`src/rtl/ssc_pkg.sv`:
```
package ssc_pkg;
    // Synchroniser depth for the asynchronous sideband requests
    localparam int unsigned SYNC_STAGES = 2;

    typedef enum logic [2:0] {
        SSC_RUN,
        SSC_SMI_SAVE,
        SSC_SMI_ACK,
        SSC_GRANT_ACK,
        SSC_GRANT,
        SSC_SLEEP
    } ssc_state_t;

    // Bus transaction requests toward the bus interface unit
    typedef struct packed {
        logic smi_ack;
        logic grant_ack;
    } ssc_bus_req_t;

    // Clock gating enables per unit group
    typedef struct packed {
        logic core;
        logic bus_apic;
    } ssc_clk_en_t;
endpackage : ssc_pkg

```
`src/rtl/ssc_ctrl.sv`:
```
`timescale 1ns/1ns
// Operation
// [RL1] System logic may assert the management interrupt request at any time, unaligned to the clock.
// [RL2] On accepting a management interrupt the device saves its state and enters management mode.
// [RL3] In management mode the device issues an acknowledge bus transaction, then runs the handler.
// [RL4] An asserted halt-clock request moves the device into the low-power stop-grant state.
// [RL5] Entering stop-grant the device issues a stop-grant acknowledge bus transaction.
// [RL6] In stop-grant all core unit clocks are gated except bus interface and interrupt unit.
// [RL7] In stop-grant snoops are still answered and incoming interrupts may be held pending.
// [RL8] On release of the halt-clock request clocks return, execution resumes, pending irq served.
// [RL9] The halt-clock request never touches the bus clock and is handled as asynchronous.
// [RL10] A deep-halt request in stop-grant enters sleep; its release returns to stop-grant.
// [RL11] In sleep snoops and interrupts are ignored; only sleep, halt-clock and reset matter. Here sleep ignores halt-clock: only the sleep request and reset act.
// [RL12] Every asynchronous sideband request passes a multi-stage synchroniser before use.
// [RL13] A management interrupt is accepted only at an instruction boundary.
module ssc_ctrl
    import ssc_pkg::*;
(
    input  wire logic         sys_clk_in,
    input  wire logic         rst_n_in,
    input  wire logic         sys_mgmt_irq_n_in,
    input  wire logic         halt_clock_req_n_in,
    input  wire logic         deep_halt_req_n_in,
    input  wire logic         instr_boundary_in,
    input  wire logic         state_saved_in,
    input  wire logic         bus_ack_done_in,
    input  wire logic         snoop_req_in,
    input  wire logic         irq_in,
    input  wire logic         irq_taken_in,
    input  wire logic         rsm_in,
    output logic              state_save_req_out,
    output ssc_bus_req_t      bus_req_out,
    output logic              sys_mgmt_mode_out,
    output logic              handler_start_out,
    output ssc_clk_en_t       clk_en_out,
    output logic              snoop_en_out,
    output logic              irq_pending_out,
    output logic              resume_out,
    output ssc_state_t        state_out
);

    logic [SYNC_STAGES-1:0] smi_sync;
    logic [SYNC_STAGES-1:0] stp_sync;
    logic [SYNC_STAGES-1:0] slp_sync;
    ssc_state_t             state;
    ssc_state_t             next_state;
    logic                   sys_mgmt_mode;
    logic                   next_sys_mgmt_mode;
    logic                   irq_pending;
    logic                   next_irq_pending;
    logic                   handler_start;
    logic                   resume;

    // Core clocks are off in stop-grant proper and in sleep
    function automatic logic core_gated(input ssc_state_t s);
        core_gated = (s == SSC_GRANT) || (s == SSC_SLEEP);
    endfunction : core_gated

    // Interrupts may latch in the acknowledge phase and in stop-grant, not in sleep
    function automatic logic in_grant(input ssc_state_t s);
        in_grant = (s == SSC_GRANT) || (s == SSC_GRANT_ACK);
    endfunction : in_grant

    // One synchroniser step: new pin level enters at bit 0
    function automatic logic [SYNC_STAGES-1:0] sync_shift(
        input logic [SYNC_STAGES-1:0] chain,
        input logic                   pin
    );
        sync_shift = {chain[SYNC_STAGES-2:0], pin};
    endfunction : sync_shift

    // Inputs idle high; chains reset to the inactive level so no false request follows reset
    always_ff @(posedge sys_clk_in or negedge rst_n_in) begin
        if (!rst_n_in) begin
            smi_sync <= '1;
        end else begin
            smi_sync <= sync_shift(smi_sync, sys_mgmt_irq_n_in); // [RL1] [RL12]
        end
    end

    always_ff @(posedge sys_clk_in or negedge rst_n_in) begin
        if (!rst_n_in) begin
            stp_sync <= '1;
        end else begin
            stp_sync <= sync_shift(stp_sync, halt_clock_req_n_in); // [RL9] [RL12]
        end
    end

    always_ff @(posedge sys_clk_in or negedge rst_n_in) begin
        if (!rst_n_in) begin
            slp_sync <= '1;
        end else begin
            slp_sync <= sync_shift(slp_sync, deep_halt_req_n_in); // [RL12]
        end
    end

    // Only the last stage is read, the first may still be metastable
    wire smi_req    = ~smi_sync[SYNC_STAGES-1]; // [RL12]
    wire stp_req    = ~stp_sync[SYNC_STAGES-1]; // [RL12]
    wire slp_req    = ~slp_sync[SYNC_STAGES-1]; // [RL12]

    // A request held during management mode waits by pin level
    wire smi_take   = smi_req && !sys_mgmt_mode && instr_boundary_in; // [RL13]
    wire grant_exit = (state == SSC_GRANT) && !slp_req && !stp_req; // [RL8]
    wire enter_smm  = (state == SSC_SMI_ACK) && bus_ack_done_in; // [RL3]
    wire irq_latch  = irq_in && in_grant(state); // [RL7]
    wire irq_clear  = irq_taken_in && (state == SSC_RUN); // [RL8]
    wire mode_set   = (state == SSC_SMI_SAVE); // [RL2]
    wire mode_clear = rsm_in && (state == SSC_RUN);

    // Stop-clock outranks a new SMI; SMI waits until clocks resume
    always_comb begin
        next_state = state;
        case (state)
            SSC_RUN: begin
                if (stp_req) begin
                    next_state = SSC_GRANT_ACK; // [RL4]
                end else if (smi_take) begin
                    next_state = SSC_SMI_SAVE; // [RL2] [RL13]
                end
            end
            SSC_SMI_SAVE: begin
                if (state_saved_in) begin
                    next_state = SSC_SMI_ACK; // [RL2]
                end
            end
            SSC_SMI_ACK: begin
                if (bus_ack_done_in) begin
                    next_state = SSC_RUN; // [RL3]
                end
            end
            SSC_GRANT_ACK: begin
                if (bus_ack_done_in) begin
                    next_state = SSC_GRANT; // [RL5]
                end
            end
            SSC_GRANT: begin
                if (slp_req) begin
                    next_state = SSC_SLEEP; // [RL10]
                end else if (!stp_req) begin
                    next_state = SSC_RUN; // [RL8]
                end
            end
            SSC_SLEEP: begin
                // Nothing but the sleep request moves the machine here
                if (!slp_req) begin
                    next_state = SSC_GRANT; // [RL10] [RL11]
                end
            end
            default: begin
                next_state = SSC_RUN;
            end
        endcase
    end

    // Mode set and clear live in different states, so they never meet
    assign next_sys_mgmt_mode = mode_set ? 1'b1 : (mode_clear ? 1'b0 : sys_mgmt_mode); // [RL2]

    // Set wins over clear so a late interrupt is not lost
    assign next_irq_pending = irq_latch ? 1'b1 : (irq_clear ? 1'b0 : irq_pending); // [RL7] [RL8]

    always_ff @(posedge sys_clk_in or negedge rst_n_in) begin
        if (!rst_n_in) begin
            state <= SSC_RUN;
        end else begin
            state <= next_state;
        end
    end

    always_ff @(posedge sys_clk_in or negedge rst_n_in) begin
        if (!rst_n_in) begin
            sys_mgmt_mode <= 1'b0;
        end else begin
            sys_mgmt_mode <= next_sys_mgmt_mode; // [RL2]
        end
    end

    always_ff @(posedge sys_clk_in or negedge rst_n_in) begin
        if (!rst_n_in) begin
            irq_pending <= 1'b0;
        end else begin
            irq_pending <= next_irq_pending; // [RL7]
        end
    end

    // Pulses are registered so they line up with the new state
    always_ff @(posedge sys_clk_in or negedge rst_n_in) begin
        if (!rst_n_in) begin
            handler_start <= 1'b0;
            resume        <= 1'b0;
        end else begin
            handler_start <= enter_smm; // [RL3]
            resume        <= grant_exit; // [RL8]
        end
    end

    // Bus clock is not controlled here at all, only internal enables
    assign clk_en_out.core     = !core_gated(state); // [RL6] [RL9]
    assign clk_en_out.bus_apic = (state != SSC_SLEEP); // [RL6] [RL11]
    assign snoop_en_out        = (state != SSC_SLEEP); // [RL7] [RL11]
    assign bus_req_out.smi_ack   = (state == SSC_SMI_ACK); // [RL3]
    assign bus_req_out.grant_ack = (state == SSC_GRANT_ACK); // [RL5]
    assign state_save_req_out  = (state == SSC_SMI_SAVE); // [RL2]
    assign sys_mgmt_mode_out   = sys_mgmt_mode;
    assign handler_start_out   = handler_start;
    assign irq_pending_out     = irq_pending;
    assign resume_out          = resume;
    assign state_out           = state;

endmodule : ssc_ctrl

```
`config.mk`:
```
export PLATFORM = sky130hd
export DESIGN_NAME = ssc_ctrl
export DESIGN_NICKNAME = d
export VERILOG_FILES = /design/src/rtl/ssc_pkg.sv /design/src/rtl/ssc_ctrl.sv
export SDC_FILE = /design/constraint.sdc
export NUM_CORES = 1
export LEC_CHECK = 0
export ABC_AREA = 0
export ABC_CLOCK_PERIOD_IN_PS = 2600
export BUFFER_PORTS_ARGS = -buffer_cell sky130_fd_sc_hd__buf_2
export CORE_MARGIN = 1.5
export CORE_UTILIZATION = 35
export DETAILED_ROUTE_END_ITERATION = 16
export MAX_ROUTING_LAYER = met4
export PLACE_DENSITY_LB_ADDON = 0.15
export RECOVER_POWER = 25
export SETUP_SLACK_MARGIN = 0.5
export SLEW_MARGIN = 20
export SYNTH_ARGS = -nofsm -noshare
export SYNTH_HDL_FRONTEND = slang
export SYNTH_SLANG_ARGS = --single-unit
```
`constraint.sdc`:
```
create_clock -name sys_clk_in -period 2.6 [get_ports sys_clk_in]
set_input_delay 0.26 -clock sys_clk_in [delete_from_list [all_inputs] [get_ports sys_clk_in]]
set_output_delay 0.26 -clock sys_clk_in [all_outputs]
set_load 0.02 [all_outputs]
```
==> results of run 1 <==
power groups by stage:
stage,logic (mW),clock network [mW],registers [mW]
2_1_floorplan,0.275,0,0.339
3_3_place_gp,0.343,0,0.338
3_5_place_dp,0.346,0,0.340
4_1_cts,0.347,0.130,0.337
5_1_grt,0.375,0.140,0.349
6_report,0.341,0.122,0.336
worst register-to-register path: cells and delay by family (launching register included):
kind	cells	cell delay [ns]
flops	1	0.53
compound gates	2	0.28
simple gates	1	0.26
mux	1	0.20
metrics by stage:
step	hold WS (ns)	power (mW)	setup WS (ns)	area [sq um]	util, %
2_1_floorplan	-0.0356	0.614	1.21	628	-
3_3_place_gp	0.161	0.681	1.22	733	42.9
3_5_place_dp	0.160	0.686	1.21	733	42.9
4_1_cts	0.0682	0.814	0.904	769	45.1
5_1_grt	0.0580	0.864	0.801	768	45.0
6_report	0.0834	0.799	0.934	768	45.0
worst max path at each step:
stage / start / to
after floorplan: state_out[2] / clk_en_out[0]
after global placement: state_out[0] / bus_req_out[0]
after detailed placement: state_out[0] / bus_req_out[0]
after CTS: state_out[0] / bus_req_out[0]
after global routing: state_out[0] / state_save_req_out
final: state_out[0] / bus_req_out[0]
sequential cells by signal, summed over array words and instances, names as in the netlist:
name	cells
resume_out	1
stp_sync	2
irq_pending_out	1
slp_sync	2
smi_sync	2
state_out	3
handler_start_out	1
sys_mgmt_mode_out	1
final cells by class:
| cell class | instances | area (sq um) | area share [%] |
|---|---|---|---|
| sequential | 13 | 333 | 43.3 |
| multi-input combinational | 34 | 239 | 31.1 |
| timing repair buffer | 24 | 124 | 16.1 |
| tap | 25 | 31.3 | 4.07 |
| clock buffer | 4 | 26.3 | 3.42 |
| inverter | 4 | 15.0 | 1.95 |
repair_timing:
action / 4_1_cts / 5_1_grt
setup endpoints to repair: 0 / 0
endpoints found under the hold margin: 7 / 0
hold buffers: 1 / 0
routing by layer:
layer	global-route usage, %	up-vias	wire, um
li1	-	238	-
met1	15.6	228	476
met2	21.7	13	582
met3	3.60	0	61
met4	7.06	0	0
met5	-	-	0
cells in the final DEF, fill, tap and decap left out, types with 3 or more instances in the layout:
cell | Yosys | routed
sky130_fd_sc_hd__clkbuf_4 | 0 | 3
sky130_fd_sc_hd__dfstp_2 | 6 | 6
sky130_fd_sc_hd__o21ai_0 | 3 | 3
sky130_fd_sc_hd__nor2_1 | 3 | 3
sky130_fd_sc_hd__buf_2 | 0 | 22
sky130_fd_sc_hd__dfrtp_1 | 7 | 7
sky130_fd_sc_hd__a211oi_1 | 3 | 3
sky130_fd_sc_hd__nand2_1 | 3 | 3
sky130_fd_sc_hd__inv_1 | 4 | 4
cell families (layout without fill, tap and decap cells):
kind of cell / count (synthesis) / in the layout / share of synthesized area, %
AND/OR/NAND/NOR: 18 / 18 / 18.7
flip-flops: 13 / 13 / 53.0
multiplexers: 1 / 1 / 1.59
buffers and inverters: 8 / 32 / 8.96
AO/OA/AOI/OAI: 15 / 15 / 17.7
==> reports/results.txt, run 1 <==
Post-CTS repair changed the size of 0 cells. Among all stages on the critical path, the largest delay is contributed by sky130_fd_sc_hd__dfrtp_1. Setup violations remaining at the end of the flow were counted as 0. The run finished with clean final reports. Using the TritonRoute via totals, the vias-per-cell ratio works out to 4.61. The logs give 0.00171 sq mm for the standard cell core area and 1 for the number of iterations in the first detailed-routing pass.

The DRC violation count after routing came out at 0. The number of max-capacitance violations reported is 0, and the number of hold-slack violations in the final timing report is 0. The worst path uses 64.1% of the clock period.

Entering global routing, the biggest net connects 15 pins. For this run, the number of Yosys warnings is 0. The kind of end point of the critical path was an output pin. The buffer type at the clock tree root was sky130_fd_sc_hd__clkbuf_4. The average wire length per cell after detail routing works out to 10.8 um. Together, buffers and inverters on the worst path number 2.

The tree built by TritonCTS fans out to 13 sinks. The final layout contains routed wiring with a total length of 1.12 mm. sky130_fd_sc_hd__dfrtp_1 is the most common cell in the netlist. The final estimated routing congestion in global placement is 0.757, and the number of distinct library cells after synthesis is 29.

The worst-path maximum fanout works out to 14. The net count of the finished layout is 92. Based on the critical path, the design can be clocked at up to 0.600 GHz. After synthesis, the cell types taking the most area are sky130_fd_sc_hd__dfrtp_1 (28%), sky130_fd_sc_hd__dfstp_2 (25%), sky130_fd_sc_hd__buf_6 (5.4%).

The cell family contributing the most delay on the critical path is flip-flops. Cell internal power was estimated by the tool at 0.451 mW. Measured along the y axis, the die boundary spans 45.4 um. On the final layout, the worst clock skew is 0.00159 ns. Headroom to the max-slew limit came out at 56.1%. The post-synthesis async set-or-reset flop share came out at 100%. Of all cell types, the one taking the most synthesized area is sky130_fd_sc_hd__dfrtp_1.

Once the floorplan was initialized, standard cells occupied 36.8% of the core. The critical path required time is 2.34 ns, and the synthesized area is 628 sq um. The synthesized design contains 13 register bits. The total number of cells along the worst setup path was 3; the synthesized net count was 67. In this run switching power makes up 43.6% of total power. Sorting the synthesized cells by how often they occur yields sky130_fd_sc_hd__dfrtp_1 (7), sky130_fd_sc_hd__dfstp_2 (6), sky130_fd_sc_hd__inv_1 (4). Of the synthesized area, sequential elements account for 53.0%.

After the flow finishes, the layout carries non-filler instances totaling 104. Clock-pin slew on the worst setup and hold paths: 0.08 ns. The slew at the pin with the worst max-slew slack is 0.659 ns.

The tools report the deepest level of the CTS H-tree as 1. The proportion of power drawn by flip-flops and latches was 42.0%. Worst hold path cell count: 1. The post-route netlist has 49.4% of its cells at a drive strength greater than 1. The critical path class was reg -> out. Summed over all nets, the switching power comes to 0.348 mW.

Counting tap cells, the placed design contains a total of 99 instances. The wire length of the first global-routing pass is 1.88 mm, and the final number of max-transition violations is 0. Summed over all cells, the static leakage comes to 0.355 nW.

For the final antenna diode count, the log shows 0. Data arrives at the worst endpoint at 1.41 ns. In this run the power density over the cells is 1040 mW/mm^2. Across all layers, the routed design uses 479 vias.

The signed area change from the synthesized netlist to the final layout was 22.3%. The worst hold path begins at sys_mgmt_irq_n_in. The chip width works out to 45.4 um. Launching point of the worst reg2reg path: state_out[0]. The number of filler cells placed in the layout was 182; the final critical path time including I/O delays and setup was 1.67 ns. A synthesized cell averages 11.4 sq um. The later pin in the worst-skew pair is clocked with a latency of 0.27 ns.

After the first detailed-routing iteration, the DRC count stood at 0. The run gives 0 as the number of antenna violations at the first check in global routing. Setup repair after global routing left no endpoint under its margin. TritonCTS built the clock tree. In this run the count of I/O pins placed on the die edge is 25. The setup fix buffers added after clock tree synthesis was 0; the die outline area was 0.00206 sq mm. After routing, the total negative slack on setup checks comes to 0 ns.

The longest clock path from root to sink contains 2 buffers. The capture endpoint of the worst hold path was smi_sync[0]. The path class of the tightest hold or removal check is in -> reg.

The worst register-to-register path has a setup slack of 1.25 ns. The biggest cell delay along the critical path was 0.60 ns. Global routing used 13.6% of the available tracks across all layers.

For the worst flop-to-flop path, the logic depth is 4. Row generation in the floorplan step produced 15 rows. TritonCTS created 3 clock buffers. In the synthesized netlist, the number of instances is 55. Global routing finished with a remaining overflow of 0. The number of port buffers is 23, and the sum of net half-perimeters after detailed placement is 823 um.

The count of nets left with antenna violations once routing finished came out at 0. The signal on the critical path passes through inv_1, nor2_1, buf_2. The synthesized design contains 0 enable-type register cells.

The number of global-route vias before repair is 442, and the area share of the largest cell type after synthesis is 27.9%. The part of the total power dissipated in the clock network came out at 15.2%. The endpoint of the worst-slack reg-to-reg timing path was state_out[0].

The run gives 0.447 mV as the maximum ir drop on the vdd rail. The flip-flop cell with the highest count after synthesis was sky130_fd_sc_hd__dfrtp_1. Combinational share of power: 42.7%. The worst setup path is launched from a flip-flop.
Power figures use the tool's default switching activity.
==> inputs of run 2 (changes only) <==
Settings changed: ABC_CLOCK_PERIOD_IN_PS 2600 to 1300.
Clock period 2.6 ns to 1.3 ns, I/O delays scaled along.
==> run 2 against run 1 <==
The flow now finishes with violations (negative setup slack); worst setup slack got worse by 0.95 ns; die area did not move; routed wire length increased by 29%; first-iteration DRC count grew 12; final cell count up 16%; global-route usage increased by 3.9 points; sequential power rose by 100%; count of clock-buffer cells in the layout unchanged.
==> reports/results.txt, run 2 (synthesis results as in run 1) <==
The flow ran to the end, but the final reports show violations. The final reports fail on negative setup slack. The per-cell via count in the routed design came out at 4.72. The logs give 2 for the final count of negative-setup-slack endpoints and 0.721 for the final estimated routing congestion in global placement. The tools report the DRC violation count after routing as 0. The final instance count without filler cells came out at 121. The run gives 2 as the number of iterations in the first detailed-routing pass.

The data arrival time of the critical path is 1.51 ns, and the clock-pin slew on the worst setup and hold paths is 0.08 ns. The tools report the static leakage power as 0.475 nW. Leaving out fill and tap cells, the most frequent cells in the layout are sky130_fd_sc_hd__buf_6 (16), sky130_fd_sc_hd__buf_2 (10), sky130_fd_sc_hd__buf_4 (10). TritonCTS built the clock tree.

Standard cell core area: 0.00171 sq mm. In this run the count of I/O pins placed on the die edge is 25. For the pin count of the biggest net entering global routing, the log shows 14. The logs give 0.759 GHz for the maximum frequency from static timing analysis and 36.8% for the starting utilization of the core area. The chip width is 45.4 um.

For this block, the initial DRC count from the detailed router was 12. The number of hold-slack violations in the final timing report is 0. Once placement finished, the instance area stood at 787 sq um. Summed over all layers, the global routing overflow is 0. In the final layout, the share of cells above drive strength 1 is 69.8%.

The routed design could run at a clock period as short as 1.32 ns. The tool flagged a number of max-cap violations equal to 0. The areal power density over the cells was 2160 mW/mm^2. In this run the worst path has a maximum fanout of 6.

From bottom edge to top edge, the die measures 45.4 um. In this run the remaining antenna-violating nets after routing total 0. The critical path in this run is classified as reg -> reg. Overall power consumption after layout is estimated at 2.32 mW. In this run the core area contains 15 standard-cell rows. The final number of max-transition violations is 0, and the share of the cycle needed by the critical path after routing is 101%. STA classifies the critical path endpoint as a flip-flop. The run gives 0.00206 sq mm as the die outline area. The startpoint identified for the worst register-to-register timing path is state_out[1]. For the final setup skew, the log shows 0.000845 ns. The worst register-to-register path has a depth of 5.

The number of port buffers came out at 23. The number of vias after detailed routing is 571. The clock latency on the worst-skew pair was 0.27 ns; the maximum number of buffers from clock root to sink was 2. Data on the critical path is required at its endpoint by 1.49 ns.

The clock drives 13 sinks. The worst setup path startpoint was state_out[1]. Once placement completed, the tool counted placed cells totaling 100. The net count of the finished layout is 109. The tools report the deepest level of the CTS H-tree as 1. The number of antenna violations at the first check in global routing came out at 0. The endpoint identified for the worst register-to-register timing path is state_out[0]. From synthesis to final layout, the design area changed by 70.5%. The slack of the worst reg-to-reg path is -0.02 ns, and the final antenna diode count is 0.

Clock tree synthesis selected as its root buffer the cell sky130_fd_sc_hd__clkbuf_4. Global routing used 17.5% of the available tracks across all layers. The post-layout worst setup margin was -0.0181 ns. Leaving out fill and tap cells, the most frequent cell in the layout is sky130_fd_sc_hd__buf_6. For the pin with the worst max-slew slack, the measured transition is 0.696 ns. The register with the most flip-flops in the layout has 3 of them. The routed design has 1.45 mm of wire.

The worst setup path is launched from a flip-flop. The number of global-route vias before repair was 537. Setup repair after global routing could not meet its margin everywhere. The tools report the worst-case headroom to the max-slew limit as 53.6%. Capture point of the worst path: state_out[0]. The tightest min-delay check is of the in -> reg type.

Clock tree synthesis inserted a total of 3 buffers. The finished cells cover 0.00107 sq mm. VDD sags by at most 1.08 mV.

In the final routed layout, each cell accounts on average for 11.9 um. The run gives 2.46 mm as the wire length of the first global-routing pass. The sum of net half-perimeters after detailed placement was 898 um.
[run 2: cell types whose count changed in the layout (fill, tap and decap cells not counted), moves of 3 or more]
| cell | before | now |
|---|---|---|
| sky130_fd_sc_hd__buf_2 | 22 | 10 |
| sky130_fd_sc_hd__buf_4 | 0 | 10 |
| sky130_fd_sc_hd__buf_6 | 0 | 16 |
| sky130_fd_sc_hd__dfrtp_1 | 7 | 4 |
| sky130_fd_sc_hd__dfrtp_2 | 0 | 3 |
| sky130_fd_sc_hd__dlygate4sd3_1 | 1 | 4 |
| sky130_fd_sc_hd__nor2_4 | 0 | 3 |
[run 2: where the power goes]
| part | switching, mW | internal [mW] |
|---|---|---|
| Clock | 0.128 | 0.119 |
| Sequential | 0.170 | 0.512 |
| Combinational | 0.636 | 0.752 |
| Total | 0.935 | 1.38 |
[run 2: through the flow]
| stage | hold WS [ns] | setup WS, ns | setup TNS [ns] | util (%) |
|---|---|---|---|---|
| after floorplan | -0.166 | 0.101 | 0 | - |
| after global placement | 0.0342 | 0.0248 | 0 | 46.1 |
| after detailed placement | 0.0336 | -0.00112 | -0.00112 | 46.1 |
| after CTS | 0.0786 | 0.00625 | 0 | 61.4 |
| after global routing | 0.0878 | -0.0857 | -0.372 | 62.7 |
| final | 0.0887 | -0.0181 | -0.0224 | 62.7 |
[run 2: area by class of cell]
class                   instances  area, sq um
inverters                       4         17.5
multi-input cells              34          310
fillers                       143          637
flip-flops and latches         13          337
clock buffers                   4         26.3
repair buffers                 41          349
well taps                      25         31.3
[run 2: worst min-delay path by stage]
stage / startpoint / end / slack [ns] / cells past startpoint
2_1_floorplan: rst_n_in / handler_start_out / -0.17 / 0
3_3_place_gp: rst_n_in / handler_start_out / 0.03 / 1
3_5_place_dp: rst_n_in / handler_start_out / 0.03 / 1
4_1_cts: bus_ack_done_in / state_out[1] / 0.08 / 2
5_1_grt: bus_ack_done_in / state_out[1] / 0.09 / 2
6_report: bus_ack_done_in / state_out[1] / 0.09 / 2
[run 2: critical path, stage by stage (launching register included)]
cell and delay, ns:
sky130_fd_sc_hd__dfrtp_2 0.50, sky130_fd_sc_hd__buf_6 0.16, sky130_fd_sc_hd__nor2_4 0.12, sky130_fd_sc_hd__nand3b_1 0.14, sky130_fd_sc_hd__o2111ai_2 0.12, sky130_fd_sc_hd__mux2i_1 0.21
[run 2: what timing repair did]
action	CTS	global route
resized for setup	32	5
endpoints found under the setup margin	20	20
hold buffers	4	0
endpoints found under the hold margin	16	0
setup buffers	12	1
pin swaps	12	3
[run 2: layer usage]
metal  vias to the layer above  global-route usage (%)  wire length (um)
met5                         -                       -                 0
met4                         0                    8.82                14
met3                         2                    3.60                68
met2                        19                    25.4               729
met1                       274                    23.1               633
li1                        276                       -                 -
